$ cat config.mk
export PLATFORM = sky130hd
export DESIGN_NAME = pwmu_top
export DESIGN_NICKNAME = d
export VERILOG_FILES = /design/src/pwmu_pkg.sv /design/src/pwmu_top.sv
export VERILOG_INCLUDE_DIRS = /design/src
export SDC_FILE = /design/constraint.sdc
export NUM_CORES = 2
export LEC_CHECK = 0
export BUFFER_PORTS_ARGS = -buffer_cell sky130_fd_sc_hd__buf_2
export CAP_MARGIN = 5
export CORE_MARGIN = 4
export CORE_UTILIZATION = 53
export CTS_CLUSTER_SIZE = 40
export DETAILED_ROUTE_END_ITERATION = 10
export PLACE_DENSITY = 0.73
export SLEW_MARGIN = 20
export SYNTH_ARGS = -nofsm -noshare
export SYNTH_HDL_FRONTEND = slang
export SYNTH_SLANG_ARGS = --single-unit
$ cat constraint.sdc
create_clock -name ref_clk -period 2.9 [get_ports ref_clk]
set_input_delay 0.145 -clock ref_clk [delete_from_list [all_inputs] [get_ports ref_clk]]
set_output_delay 0.145 -clock ref_clk [all_outputs]
set_load 0.02 [all_outputs]
$ cat src/pwmu_map.svh
// register map and field positions of the pwm unit
// =====================================================================
// Notes on behaviour
// - three generators, each with a 16-bit down or up/down timer and two comparators
// - down mode: count from load value to zero, reload, keep counting down
// - up/down mode: count zero up to load, back down to zero, repeat
// - direction output low in down mode, follows count direction in up/down mode
// - one-cycle pulses at zero and at load; in down mode load follows zero
// - each comparator pulses for one cycle when count equals its match value
// - in up/down mode matches split into up-match and down-match by direction
// - a match value above the load value never produces a match pulse
// - output logic acts on four events in down mode, six in up/down mode
// - a match coinciding with a zero or load event is ignored
// - on coincident A and B matches, output A sees only A, output B only B
// - per event and output: keep, toggle, drive low or drive high
// - dead-band off passes both; on, output A is input A with delayed rise
// - dead-band on, output B is inverted input A with its rise delayed separately
// - generator interrupt raised by any event of a software-selected subset
// - adc trigger pulse from any event of a second independent subset
// - interrupt and trigger use raw counter events, ignoring dead-band delays
// - global reset clears the counters of any selected set of generators together
// - immediate mode: new load or match value takes effect at next zero
// - synchronous mode: new value waits for global update, then next zero
// - per-output fault enable forces the output inactive while fault is active
// - debugger stall: either run to zero and halt, or keep counting
// - one output-enable setting selects which of the six signals reach the pins
// - per-output inversion makes a final output active low
`ifndef PWMU_MAP_SVH
`define PWMU_MAP_SVH
// =====================================================================
// global registers, byte offsets
`define PWMU_O_CTL     8'h00
`define PWMU_O_SYNC    8'h04
`define PWMU_O_ENABLE  8'h08
`define PWMU_O_INVERT  8'h0c
`define PWMU_O_FAULT   8'h10
`define PWMU_O_INTEN   8'h14
`define PWMU_O_RIS     8'h18
`define PWMU_O_ISC     8'h1c
`define PWMU_O_STATUS  8'h20
// =====================================================================
// generator registers, offset inside a 64-byte generator window
`define PWMU_G_CTL     6'h00
`define PWMU_G_INTEN   6'h04
`define PWMU_G_RIS     6'h08
`define PWMU_G_ISC     6'h0c
`define PWMU_G_LOAD    6'h10
`define PWMU_G_COUNT   6'h14
`define PWMU_G_CMPA    6'h18
`define PWMU_G_CMPB    6'h1c
`define PWMU_G_GENA    6'h20
`define PWMU_G_GENB    6'h24
`define PWMU_G_DBCTL   6'h28
`define PWMU_G_DBRISE  6'h2c
`define PWMU_G_DBFALL  6'h30
// =====================================================================
// fields
`define PWMU_GCTL_EN      0
`define PWMU_GCTL_UPDN    1
`define PWMU_GCTL_LDSYNC  2
`define PWMU_GCTL_CMPSYNC 3
`define PWMU_GCTL_DBGRUN  4
`define PWMU_TRIG_LSB     8
`define PWMU_FLT_INT_BIT  16
`define PWMU_EV_ZERO      0
`define PWMU_EV_LOAD      1
`define PWMU_EV_AUP       2
`define PWMU_EV_ADN       3
`define PWMU_EV_BUP       4
`define PWMU_EV_BDN       5
`endif

$ cat src/pwmu_pkg.sv
// types shared by the pwm unit
`default_nettype none
package pwmu_pkg;
    typedef enum logic [1:0] {
        PWMU_ACT_KEEP   = 2'h0,
        PWMU_ACT_TOGGLE = 2'h1,
        PWMU_ACT_LOW    = 2'h2,
        PWMU_ACT_HIGH   = 2'h3
    } pwmu_act_t;
    typedef enum logic {PWMU_DIR_DOWN, PWMU_DIR_UP} pwmu_dir_t;
endpackage
`default_nettype wire

$ cat src/pwmu_top.sv
// three-generator pwm unit with dead-band, fault forcing and output control
`timescale 1ns/10ps
`default_nettype none
`include "pwmu_map.svh"
module pwmu_top import pwmu_pkg::*; #(
    parameter int NGEN = 3,
    parameter int CW   = 16,
    parameter int DBW  = 12,
    parameter int NEV  = 6
) (
    // clock and reset
    input  wire logic                ref_clk,
    input  wire logic                reset,
    // register port
    input  wire logic [7:0]          reg_addr,
    input  wire logic [31:0]         reg_wdata,
    input  wire logic                reg_wr,
    input  wire logic                reg_rd,
    output logic      [31:0]         reg_rdata,
    // external conditions
    input  wire logic                fault_pin,
    input  wire logic                debug_stall,
    // outputs
    output logic      [2*NGEN-1:0]   pwm_out,
    output logic      [NGEN-1:0]     gen_irq,
    output logic                     fault_irq,
    output logic      [NGEN-1:0]     adc_trigger
);
    localparam int NO = 2 * NGEN;

    // =================================================================
    // helpers
    function automatic logic apply_act(input logic cur, input logic [1:0] act);
        case (pwmu_act_t'(act))
            PWMU_ACT_TOGGLE: apply_act = ~cur;
            PWMU_ACT_LOW:    apply_act = 1'b0;
            PWMU_ACT_HIGH:   apply_act = 1'b1;
            default:         apply_act = cur;
        endcase
    endfunction

    // own matches win over the other comparator on coincidence
    function automatic logic next_level(input logic cur, input logic [2*NEV-1:0] act,
                                        input logic [NEV-1:0] ev, input logic first);
        logic v;
        int   own_up;
        int   oth_up;
        v      = cur;
        own_up = first ? `PWMU_EV_AUP : `PWMU_EV_BUP;
        oth_up = first ? `PWMU_EV_BUP : `PWMU_EV_AUP;
        if (ev[`PWMU_EV_ZERO]) v = apply_act(v, act[2*`PWMU_EV_ZERO +: 2]);
        if (ev[`PWMU_EV_LOAD]) v = apply_act(v, act[2*`PWMU_EV_LOAD +: 2]);
        if (ev[own_up] | ev[own_up+1]) begin
            for (int e = own_up; e <= own_up + 1; e++) begin
                if (ev[e]) v = apply_act(v, act[2*e +: 2]);
            end
        end else begin
            for (int e = oth_up; e <= oth_up + 1; e++) begin
                if (ev[e]) v = apply_act(v, act[2*e +: 2]);
            end
        end
        next_level = v;
    endfunction

    // =================================================================
    // address decode
    logic [1:0] blk;
    logic [5:0] boff;
    logic       glob_sel;
    assign blk      = reg_addr[7:6];
    assign boff     = reg_addr[5:0];
    assign glob_sel = (blk == 2'h0);

    // =================================================================
    // fault pin synchroniser: a change counts once stages two and three agree
    logic [2:0] flt_sync;
    logic       fault_act;
    always_ff @(posedge ref_clk) begin
        if (reset) flt_sync <= 3'h0;
        else       flt_sync <= {flt_sync[1:0], fault_pin};
    end
    always_ff @(posedge ref_clk) begin
        if (reset)                        fault_act <= 1'b0;
        else if (flt_sync[1] == flt_sync[2]) fault_act <= flt_sync[2];
    end

    // =================================================================
    // global registers
    logic [NO-1:0]   out_en;
    logic [NO-1:0]   out_inv;
    logic [NO-1:0]   flt_en;
    logic [NGEN-1:0] gint_en;
    logic            fint_en;
    logic            fint_ris;
    logic            glob_upd;
    logic [NGEN-1:0] sync_rst;
    logic            wr_g;

    assign wr_g     = reg_wr & glob_sel;
    assign glob_upd = wr_g & (reg_addr == `PWMU_O_CTL) & reg_wdata[0];
    assign sync_rst = (wr_g & (reg_addr == `PWMU_O_SYNC)) ? reg_wdata[NGEN-1:0] : '0;

    always_ff @(posedge ref_clk) begin
        if (reset) begin
            out_en  <= '0;
            out_inv <= '0;
            flt_en  <= '0;
            gint_en <= '0;
            fint_en <= 1'b0;
        end else if (wr_g) begin
            if (reg_addr == `PWMU_O_ENABLE) out_en  <= reg_wdata[NO-1:0];
            if (reg_addr == `PWMU_O_INVERT) out_inv <= reg_wdata[NO-1:0];
            if (reg_addr == `PWMU_O_FAULT)  flt_en  <= reg_wdata[NO-1:0];
            if (reg_addr == `PWMU_O_INTEN) begin
                gint_en <= reg_wdata[NGEN-1:0];
                fint_en <= reg_wdata[`PWMU_FLT_INT_BIT];
            end
        end
    end

    // sticky fault flag; a fault in the clearing cycle keeps it set
    always_ff @(posedge ref_clk) begin
        if (reset)          fint_ris <= 1'b0;
        else if (fault_act) fint_ris <= 1'b1;
        else if (wr_g && reg_addr == `PWMU_O_ISC && reg_wdata[`PWMU_FLT_INT_BIT])
            fint_ris <= 1'b0;
    end
    assign fault_irq = fint_ris & fint_en;

    // =================================================================
    // generator blocks
    logic [NGEN-1:0][CW-1:0]  cnt_v;
    logic [NGEN-1:0][31:0]    grd_v;
    logic [NGEN-1:0][NEV-1:0] gris_v;
    logic [NO-1:0]            raw_out;

    for (genvar g = 0; g < NGEN; g++) begin : g_gen
        logic [7:0]      ctl;
        logic [15:0]     inten;
        logic [NEV-1:0]  ris;
        logic [CW-1:0]   load_sh, cmpa_sh, cmpb_sh;
        logic [CW-1:0]   load_ac, cmpa_ac, cmpb_ac;
        logic [2*NEV-1:0] act_a, act_b;
        logic            db_on;
        logic [DBW-1:0]  db_rise, db_fall, rcnt, fcnt;
        logic            ld_arm, cmp_arm;
        logic [CW-1:0]   cnt;
        pwmu_dir_t       dir;
        logic            gen_a, gen_b, db_a, db_b, trig;
        logic            wr_b, en, updn, is_zero, is_load, hit_a, hit_b, halt;
        logic            take_ld, take_cmp;
        logic [CW-1:0]   next_load;
        logic [NEV-1:0]  ev;

        assign wr_b = reg_wr & (blk == 2'(g + 1));
        assign en   = ctl[`PWMU_GCTL_EN];
        assign updn = ctl[`PWMU_GCTL_UPDN];

        always_ff @(posedge ref_clk) begin
            if (reset) begin
                ctl <= '0; inten <= '0; load_sh <= '0; cmpa_sh <= '0; cmpb_sh <= '0;
                act_a <= '0; act_b <= '0; db_on <= 1'b0; db_rise <= '0; db_fall <= '0;
            end else if (wr_b) begin
                case (boff)
                    `PWMU_G_CTL:    ctl     <= reg_wdata[7:0];
                    `PWMU_G_INTEN:  inten   <= reg_wdata[15:0];
                    `PWMU_G_LOAD:   load_sh <= reg_wdata[CW-1:0];
                    `PWMU_G_CMPA:   cmpa_sh <= reg_wdata[CW-1:0];
                    `PWMU_G_CMPB:   cmpb_sh <= reg_wdata[CW-1:0];
                    `PWMU_G_GENA:   act_a   <= reg_wdata[2*NEV-1:0];
                    `PWMU_G_GENB:   act_b   <= reg_wdata[2*NEV-1:0];
                    `PWMU_G_DBCTL:  db_on   <= reg_wdata[0];
                    `PWMU_G_DBRISE: db_rise <= reg_wdata[DBW-1:0];
                    `PWMU_G_DBFALL: db_fall <= reg_wdata[DBW-1:0];
                    default: ;
                endcase
            end
        end

        // shadow values move to the active set only at a counter zero
        assign is_zero  = en & (cnt == '0);
        assign take_ld  = is_zero & (~ctl[`PWMU_GCTL_LDSYNC] | ld_arm);
        assign take_cmp = is_zero & (~ctl[`PWMU_GCTL_CMPSYNC] | cmp_arm);
        assign next_load = take_ld ? load_sh : load_ac;

        always_ff @(posedge ref_clk) begin
            if (reset) begin
                ld_arm <= 1'b0;
                cmp_arm <= 1'b0;
            end else begin
                if (glob_upd)     ld_arm <= 1'b1;
                else if (take_ld) ld_arm <= 1'b0;
                if (glob_upd)      cmp_arm <= 1'b1;
                else if (take_cmp) cmp_arm <= 1'b0;
            end
        end

        always_ff @(posedge ref_clk) begin
            if (reset) begin
                load_ac <= '0; cmpa_ac <= '0; cmpb_ac <= '0;
            end else begin
                if (take_ld) load_ac <= load_sh;
                if (take_cmp) begin
                    cmpa_ac <= cmpa_sh;
                    cmpb_ac <= cmpb_sh;
                end
            end
        end

        // stall without run-on: count to zero and stay there
        assign halt = debug_stall & ~ctl[`PWMU_GCTL_DBGRUN] & (cnt == '0);

        always_ff @(posedge ref_clk) begin
            if (reset) begin
                cnt <= '0;
                dir <= PWMU_DIR_DOWN;
            end else if (!en) begin
                cnt <= '0;
                dir <= updn ? PWMU_DIR_UP : PWMU_DIR_DOWN;
            end else if (sync_rst[g]) begin
                cnt <= '0;
                dir <= updn ? PWMU_DIR_UP : PWMU_DIR_DOWN;
            end else if (halt) begin
                cnt <= cnt;
            end else if (!updn) begin
                dir <= PWMU_DIR_DOWN;
                cnt <= (cnt == '0) ? next_load : cnt - 1'b1;
            end else if (dir == PWMU_DIR_UP) begin
                if (cnt >= load_ac) begin
                    dir <= PWMU_DIR_DOWN;
                    cnt <= (cnt == '0) ? cnt : cnt - 1'b1;
                end else begin
                    cnt <= cnt + 1'b1;
                end
            end else if (cnt == '0) begin
                dir <= PWMU_DIR_UP;
                cnt <= (next_load == '0) ? cnt : cnt + 1'b1;
            end else begin
                cnt <= cnt - 1'b1;
            end
        end

        // raw events
        assign is_load = en & (cnt == load_ac);
        assign hit_a = en & (cnt == cmpa_ac) & (cmpa_ac <= load_ac);
        assign hit_b = en & (cnt == cmpb_ac) & (cmpb_ac <= load_ac);
        always_comb begin
            ev = '0;
            ev[`PWMU_EV_ZERO] = is_zero;
            ev[`PWMU_EV_LOAD] = is_load;
            if (!(is_zero | is_load)) begin
                ev[`PWMU_EV_AUP] = hit_a & (dir == PWMU_DIR_UP);
                ev[`PWMU_EV_ADN] = hit_a & (dir == PWMU_DIR_DOWN);
                ev[`PWMU_EV_BUP] = hit_b & (dir == PWMU_DIR_UP);
                ev[`PWMU_EV_BDN] = hit_b & (dir == PWMU_DIR_DOWN);
            end
        end

        always_ff @(posedge ref_clk) begin
            if (reset || !en) begin
                gen_a <= 1'b0;
                gen_b <= 1'b0;
            end else begin
                gen_a <= next_level(gen_a, act_a, ev, 1'b1);
                gen_b <= next_level(gen_b, act_b, ev, 1'b0);
            end
        end

        // dead band: falling edges pass at once, rising edges wait their count
        always_ff @(posedge ref_clk) begin
            if (reset || !gen_a) begin
                rcnt <= '0;
                db_a <= 1'b0;
            end else if (rcnt >= db_rise) begin
                db_a <= 1'b1;
            end else begin
                rcnt <= rcnt + 1'b1;
            end
        end
        always_ff @(posedge ref_clk) begin
            if (reset || gen_a) begin
                fcnt <= '0;
                db_b <= 1'b0;
            end else if (fcnt >= db_fall) begin
                db_b <= 1'b1;
            end else begin
                fcnt <= fcnt + 1'b1;
            end
        end
        assign raw_out[2*g]   = db_on ? db_a : gen_a;
        assign raw_out[2*g+1] = db_on ? db_b : gen_b;

        // interrupt and trigger from raw events; an event beats a clear
        always_ff @(posedge ref_clk) begin
            if (reset) begin
                ris  <= '0;
                trig <= 1'b0;
            end else begin
                trig <= |(ev & inten[`PWMU_TRIG_LSB +: NEV]);
                if (wr_b && boff == `PWMU_G_ISC)
                    ris <= (ris & ~reg_wdata[NEV-1:0]) | (ev & inten[NEV-1:0]);
                else
                    ris <= ris | (ev & inten[NEV-1:0]);
            end
        end
        assign adc_trigger[g] = trig;
        assign gen_irq[g]     = gint_en[g] & (|ris);
        assign cnt_v[g]       = cnt;
        assign gris_v[g]      = ris;

        always_comb begin
            case (boff)
                `PWMU_G_CTL:    grd_v[g] = 32'(ctl);
                `PWMU_G_INTEN:  grd_v[g] = 32'(inten);
                `PWMU_G_RIS:    grd_v[g] = 32'(ris);
                `PWMU_G_ISC:    grd_v[g] = 32'(ris);
                `PWMU_G_LOAD:   grd_v[g] = 32'(load_sh);
                `PWMU_G_COUNT:  grd_v[g] = 32'(cnt);
                `PWMU_G_CMPA:   grd_v[g] = 32'(cmpa_sh);
                `PWMU_G_CMPB:   grd_v[g] = 32'(cmpb_sh);
                `PWMU_G_GENA:   grd_v[g] = 32'(act_a);
                `PWMU_G_GENB:   grd_v[g] = 32'(act_b);
                `PWMU_G_DBCTL:  grd_v[g] = 32'(db_on);
                `PWMU_G_DBRISE: grd_v[g] = 32'(db_rise);
                `PWMU_G_DBFALL: grd_v[g] = 32'(db_fall);
                default:        grd_v[g] = 32'h0;
            endcase
        end

    end

    // =================================================================
    // output control: enable, fault forcing to low, then inversion
    logic [NO-1:0] next_out;
    assign next_out = (raw_out & out_en & ~(flt_en & {NO{fault_act}})) ^ out_inv;
    always_ff @(posedge ref_clk) begin
        if (reset) pwm_out <= '0;
        else       pwm_out <= next_out;
    end

    // =================================================================
    // register read, data valid the cycle after the strobe only
    logic [31:0] next_rdata;
    always_comb begin
        next_rdata = 32'h0;
        if (!glob_sel) begin
            next_rdata = grd_v[blk - 2'h1];
        end else begin
            case (reg_addr)
                `PWMU_O_ENABLE: next_rdata = 32'(out_en);
                `PWMU_O_INVERT: next_rdata = 32'(out_inv);
                `PWMU_O_FAULT:  next_rdata = 32'(flt_en);
                `PWMU_O_INTEN:  next_rdata = 32'(gint_en) | (32'(fint_en) << `PWMU_FLT_INT_BIT);
                `PWMU_O_RIS: begin
                    for (int i = 0; i < NGEN; i++) next_rdata[i] = |gris_v[i];
                    next_rdata[`PWMU_FLT_INT_BIT] = fint_ris;
                end
                `PWMU_O_ISC: begin
                    for (int i = 0; i < NGEN; i++) next_rdata[i] = gen_irq[i];
                    next_rdata[`PWMU_FLT_INT_BIT] = fault_irq;
                end
                `PWMU_O_STATUS: next_rdata = 32'(fault_act);
                default:        next_rdata = 32'h0;
            endcase
        end
    end
    always_ff @(posedge ref_clk) begin
        if (reset) reg_rdata <= 32'h0;
        else       reg_rdata <= reg_rd ? next_rdata : 32'h0;
    end
endmodule
`default_nettype wire

# Word level (Yosys, flattened, before mapping)
# Index checks and enable logic that the tools add are counted.
[totals]
reg_bits = 734
output_inout_bits = 45
elab_cells = 685
[classes]
n_addsub = 13
n_lt_le_gt_ge = 16
n_eq_ne = 150
mux = 198
n_bitwise = 139
reduce_logical = 84
[ops]
columns = ["cell", "count"]
rows = [
  ["$pmux 16 s12", 3],
  ["$mux 16", 24],
  ["$eq 2x2->1 const B", 74],
  ["$eq 16x16->1", 9],
  ["$mux 1", 122],
  ["$pmux 1 s3", 37],
  ["$le 16x16->1", 6],
  ["$logic_not 16->1", 6],
  ["$eq 2x1->1 const B", 37],
  ["$add 12x1->12 const B", 6],
  ["$and 6x6->6", 12],
  ["$ge 12x12->1", 6],
  ["$reduce_and 2->1", 34],
  ["$bmux 32 s2", 1],
  ["$mux 32", 2],
  ["$and 1x1->1", 53],
  ["$pmux 13 s4", 1],
  ["$not 1->1", 49],
  ["$add 16x1->16 const B", 3],
  ["$ge 16x16->1", 3],
  ["$sub 16x1->16 const B", 3],
  ["$or 6x6->6", 6],
  ["$reduce_or 6->1", 6],
  ["$eq 8x5->1 const B", 4],
  ["other kinds (30)", 93],
]

# Longest topological paths before layout
[logic_depth]
depth_word = 17
mapped_depth = 15
ltp_nobuf = 11

# Least setup slack after synthesis
# No wires, ideal clock.
[synth_path]
kind = "register -> register"
start = "register g_gen[1].cnt[0]"
end = "register g_gen[1].gen_b"
setup_ps = 114
arrival_time_ps = 3026
t_required_ps = 2786
setup_slack_ps = -240
stages_incl_launch_ff = 14
n_path_buf = 2
synth_period_minus_slack_ps = 3140
cell_sequence = "dfxtp_1 -> clkbuf_1 -> inv_1 -> ha_1 -> nand4_1 -> nor4_1 -> and2_2 -> clkbuf_1 -> nor3_1 -> a311o_2 -> nor2_1 -> mux2i_1 -> o221ai_1 -> a21o_1"
[synth_via]
elab_chain_len = 17
elab_cells_between_ends = 39
cone_classes = "3 x eq/ne; 19 x mux; 16 x bitwise; 1 x reduce/logical"
[synth_lines]
columns = ["item", "line_no", "text"]
rows = [
  ["start: declaration", "pwmu_top.sv:147", "logic [CW-1:0] cnt;"],
  ["start signal: assignment", "pwmu_top.sv:224", "cnt <= cnt;"],
  ["start signal: assignment", "pwmu_top.sv:227", "cnt <= (cnt == '0) ? next_load : cnt - 1'b1;"],
  ["start signal: assignment", "pwmu_top.sv:231", "cnt <= (cnt == '0) ? cnt : cnt - 1'b1;"],
  ["$logic_not 16->1", "pwmu_top.sv:181", "assign is_zero = en & (cnt == '0);"],
  ["$and 1x1->1", "pwmu_top.sv:181", ""],
  ["$mux 1", "pwmu_top.sv:51", "if (ev[`PWMU_EV_ZERO]) v = apply_act(v, act[2*`PWMU_EV_ZERO +: 2]);"],
  ["$mux 1", "pwmu_top.sv:260", "if (reset || !en) begin"],
  ["$not 1->1", "pwmu_top.sv:35", "PWMU_ACT_TOGGLE: apply_act = ~cur;"],
  ["$pmux 1 s3", "pwmu_top.sv:34", "case (pwmu_act_t'(act))"],
  ["$mux 1", "pwmu_top.sv:52", "if (ev[`PWMU_EV_LOAD]) v = apply_act(v, act[2*`PWMU_EV_LOAD +: 2]);"],
  ["$mux 1", "pwmu_top.sv:260", ""],
  ["$not 1->1", "pwmu_top.sv:35", ""],
  ["$pmux 1 s3", "pwmu_top.sv:34", ""],
  ["$mux 1 (on tied branches)", "pwmu_top.sv:59, pwmu_top.sv:55", ""],
  ["$mux 1", "pwmu_top.sv:53", "if (ev[own_up] | ev[own_up+1]) begin"],
  ["$mux 1", "pwmu_top.sv:260", ""],
  ["$not 1->1", "pwmu_top.sv:35", ""],
  ["$pmux 1 s3", "pwmu_top.sv:34", ""],
  ["$mux 1 (on tied branches)", "pwmu_top.sv:59, pwmu_top.sv:55", ""],
  ["$mux 1 (*)", "pwmu_top.sv:53", ""],
  ["end signal: assignment", "pwmu_top.sv:265", "gen_b <= next_level(gen_b, act_b, ev, 1'b0);"],
  ["end: declaration", "pwmu_top.sv:149", "logic gen_a, gen_b, db_a, db_b, trig;"],
]
# Every way passes the cells marked *; elsewhere a longest branch is shown, timed or not. The select of a mux whose other input is x is not followed.
# A chain may end at the register's enable or synchronous reset.

# Worst setup path after layout
[layout_path]
start = "register g_gen[0].load_ac[9]"
end = "register g_gen[0].gen_b"
[layout_via]
elab_chain_len = 13
elab_cells_between_ends = 31
cone_classes = "2 x order compare; 1 x eq/ne; 16 x mux; 12 x bitwise"
[layout_lines]
columns = ["item", "line_no", "text"]
rows = [
  ["start: declaration", "pwmu_top.sv:142", "logic [CW-1:0] load_ac, cmpa_ac, cmpb_ac;"],
  ["start signal: assignment", "pwmu_top.sv:202", "if (take_ld) load_ac <= load_sh;"],
  ["branches (longest 12 deep; another with $le 16x16->1)", "n/a", ""],
  ["$mux 1 (*)", "pwmu_top.sv:53", ""],
  ["end signal: assignment", "pwmu_top.sv:265", ""],
  ["end: declaration", "pwmu_top.sv:149", ""],
]
# Mark *: on every way between the ends. The select of a mux whose other input is x is not followed.

==> results.sh <==
export IMPL_numCtsBuffers=81
export IMPL_critical_path_class="flip-flop to flip-flop"
export IMPL_grt_setup_unrepaired="yes"
export IMPL_crit_required_ns=3.50
export IMPL_wl_microns=154900
export IMPL_yosys_area_share_simple_pct=23.40
export IMPL_synthMostInstantiatedCell="nand2_1"
export IMPL_synthTopCellsByArea="dfxtp_1 (36%), nand2_1 (11%), a21oi_1 (8.1%), ha_1 (7.4%), nor2_1 (3.1%)"
export IMPL_place_hpwl_microns=111400
export IMPL_timing_rr_start="g_gen[0].load_ac[9]"
export IMPL_ys_ff_latch=719
export IMPL_tightest_slew_ns=1.157
export IMPL_place_congestion=1.055
export IMPL_ys_flop_type="dfxtp_1"
export IMPL_grt_remaining_overflow=0
export IMPL_start_util_pct=53.42
export IMPL_synth_async_sr_flop_share_pct=0
export IMPL_rows=100
export IMPL_min_path_type="input port to flip-flop"
export IMPL_cts_root_buf="clkbuf_16"
export IMPL_vias=40862
export IMPL_hp_start="reset"
export IMPL_cts_tree="yes"
export IMPL_outcome="finished, final reports clean"
export IMPL_fmax_ghz=0.3452
export IMPL_drc=0
export IMPL_finalCritPeriodShare_pct=99.90
export IMPL_setup_violations=0
export IMPL_grt_max_degree=134
export IMPL_clockBufferDepth=3
export IMPL_dp_cells=6244
export IMPL_synth_edf_count=0
export IMPL_clkSlewWorstSetupHoldPaths_ns=0.06
export IMPL_p_per_area_nw_per_um2=455.6
export IMPL_synth_common_cells="nand2_1 (1,164), dfxtp_1 (719), a21oi_1 (643), nor2_1 (327), clkbuf_1 (289)"
export IMPL_yosys_area_share_adder_pct=7.406
export IMPL_yosys_area_top_type_share_pct=36.26
export IMPL_ys_warn_count=0
export IMPL_cp_arrival_ns=3.50
export IMPL_drt_initial_drc_count=5517
export IMPL_wire_per_inst_microns=24.06
export IMPL_ff2ff_path_depth=12
export IMPL_drt_first_pass_iters=9
export IMPL_startpoint="g_gen[0].load_ac[9]"
export IMPL_relSlewSlack_pct=22.87
export IMPL_drive_above_1_share_pct=16.28
export IMPL_io_buffers=60
export IMPL_ioPinCount=91
export IMPL_die_width_microns=281.7
export IMPL_clk_latency_ns=0.66
export IMPL_finalCriticalPeriod_ns=2.897
export IMPL_synth_distinct_cells=104
export IMPL_grt_use_total_pct=37.32
export IMPL_finalNonFillerCells=6437
export IMPL_synth_compound_area_share_pct=19.69
export IMPL_syn_to_final_growth_pct=19.37
export IMPL_syn_inst=5146
export IMPL_end_kind="flip-flop"
export IMPL_fin_skew_ns=0.05028
export IMPL_clock_sinks=719
export IMPL_path_max_fanout=7
export IMPL_drv_cap=0
export IMPL_synth_area_sq_um=39700
export IMPL_yosys_area_top_type="dfxtp_1"
export IMPL_grt_pass1_wl_microns=228100
export IMPL_r2r_slack_ns=0.003
export IMPL_yosys_mux_area_fraction_pct=2.547
export IMPL_antenna_left=0
export IMPL_dpl_cell_area_sq_um=43230
export IMPL_leakagePower_uw=0.01796
export IMPL_cts_htree_levels=3
export IMPL_nets=5684
export IMPL_grt_pass1_vias=37335
export IMPL_synth_xor_area_share_pct=4.898
export IMPL_antenna_found_initial=10
export IMPL_peakVddDrop_v=0.0007018
export IMPL_synth_top_family_by_area="simple AND/OR/NAND/NOR gates"
export IMPL_vias_per_cell=6.348
export IMPL_startpoint_type="flip-flop"
export IMPL_r2r_end="g_gen[0].gen_b"
export IMPL_coreArea_sq_um=74320
export IMPL_fillers=6479
export IMPL_drv_slew=0
export IMPL_final_area_sq_um=47390
export IMPL_die_h_microns=281.7
export IMPL_die_area_sq_um=79350
export IMPL_finalHoldViolCount=0
export IMPL_syn_area_per_cell_sq_um=7.715
export IMPL_synth_seq_area_share_pct=36.26
export IMPL_endpoint="g_gen[0].gen_b"
## worst max-delay path: stages, from the launching register on
cell      delay (ns)
dfxtp_2         0.33
inv_2           0.06
ha_4            0.26
nand4_1         0.18
nor4_2          0.35
buf_4           0.23
and2_4          0.19
buf_6           0.10
a311o_2         0.24
or3b_1          0.36
o21a_1          0.13
nor4bb_2        0.28
a21o_1          0.14
## sequential cells by signal, summed over array words and instances, names as in the netlist, 6 cells and up
register       flops
g_gen.cmpa_ac     48
g_gen.cmpa_sh     48
g_gen.cmpb_ac     48
g_gen.cmpb_sh     48
g_gen.cnt         48
g_gen.inten       48
g_gen.load_ac     48
g_gen.load_sh     48
g_gen.act_a       36
g_gen.act_b       36
g_gen.db_fall     36
g_gen.db_rise     36
g_gen.fcnt        36
g_gen.rcnt        36
g_gen.ctl         24
g_gen.ris         18
reg_rdata         17
flt_en             6
out_en             6
out_inv            6
pwm_out            6
## layout make-up
class / count / area, sq um / share of cell area (%)
clock inverters: 45 / 638.1 / 1.347
flip-flops and latches: 719 / 14430 / 30.45
clock buffers: 102 / 2186 / 4.613
diodes: 1 / 2.502 / 0.005281
multi-input cells: 3882 / 23990 / 50.63
well taps: 969 / 1212 / 2.558
inverters: 181 / 679.4 / 1.434
repair buffers: 538 / 4249 / 8.967
## logic make-up after synthesis
group,Yosys count
adders and majority gates,235
xor gates and xnor gates,222
AOI/OAI and AO/OA,1236
DFF,719
buffers and inverters,559
and+or+nand+nor,2076
muxes,98
other,1
## report_power, final
part,internal [uW],switching (uW)
Clock,6330,4580
Sequential,9890,13.0
Combinational,156,620
Total,16400,5220
## cell usage in the layout (no fill, tap or decap), types with 27 or more instances in the layout
master | synthesis | routed
buf_4 | 29 | 438
a211oi_1 | 32 | 29
and3_1 | 37 | 37
nor2b_1 | 31 | 30
dfxtp_2 | 0 | 27
nand4_1 | 114 | 114
ha_4 | 0 | 28
a222oi_1 | 33 | 33
nand2b_1 | 41 | 40
a22oi_1 | 66 | 65
nand2_1 | 1164 | 1163
dfxtp_1 | 719 | 692
nand3_1 | 113 | 112
mux2i_1 | 92 | 90
inv_1 | 179 | 158
buf_2 | 30 | 59
clkbuf_16 | 0 | 83
o21ai_0 | 103 | 97
xor2_1 | 101 | 101
nor4_1 | 54 | 45
a221oi_1 | 70 | 68
nor2_1 | 327 | 317
a21o_1 | 48 | 48
ha_1 | 235 | 207
a21oi_1 | 643 | 634
xnor2_1 | 121 | 120
nor3_1 | 51 | 42
## metrics by stage
stage	setup TNS, ns	total power, uW	util (%)	hold WS [ns]	setup WS (ns)
finish	0	21590	63.76	0.04531	0.002929
global route	-0.2330	22060	63.76	0.03285	-0.1074
CTS	-0.006563	21600	62.18	0.007975	-0.006563
detailed placement	-0.4905	10840	58.17	0.3887	-0.09353
global placement	-0.04923	10840	58.17	0.3847	-0.03627
floorplan	-0.009282	10510	-	0.2732	-0.009282
## routing by layer
| metal | global-route usage, % | vias up | wire length (microns) |
|---|---|---|---|
| met2 | 54.34 | 2687 | 63580 |
| met5 | 0 | - | 92 |
| li1 | - | 18543 | - |
| met3 | 10.87 | 594 | 20230 |
| met4 | 17.76 | 14 | 9448 |
| met1 | 50.89 | 19024 | 61530 |
## what timing repair did
item / CTS / global route
pin swaps: 6 / 68
endpoints found under the hold margin: 58 / 0
hold buffers: 9 / 0
setup buffers: 2 / 32
gates resized for setup: 12 / 180
endpoints found under the setup margin: 13 / 65
cloned: 0 / 2
## worst min path at each step
stage / end / depth (start not counted) / slack (ns)
floorplan: flt_sync[0] / 1 / 0.27
global placement: flt_sync[0] / 2 / 0.38
detailed placement: flt_sync[0] / 2 / 0.39
CTS: reg_rdata[16] / 4 / 0.008
global route: reg_rdata[16] / 4 / 0.03
finish: reg_rdata[16] / 4 / 0.05
(Power assumes the default switching activity.)
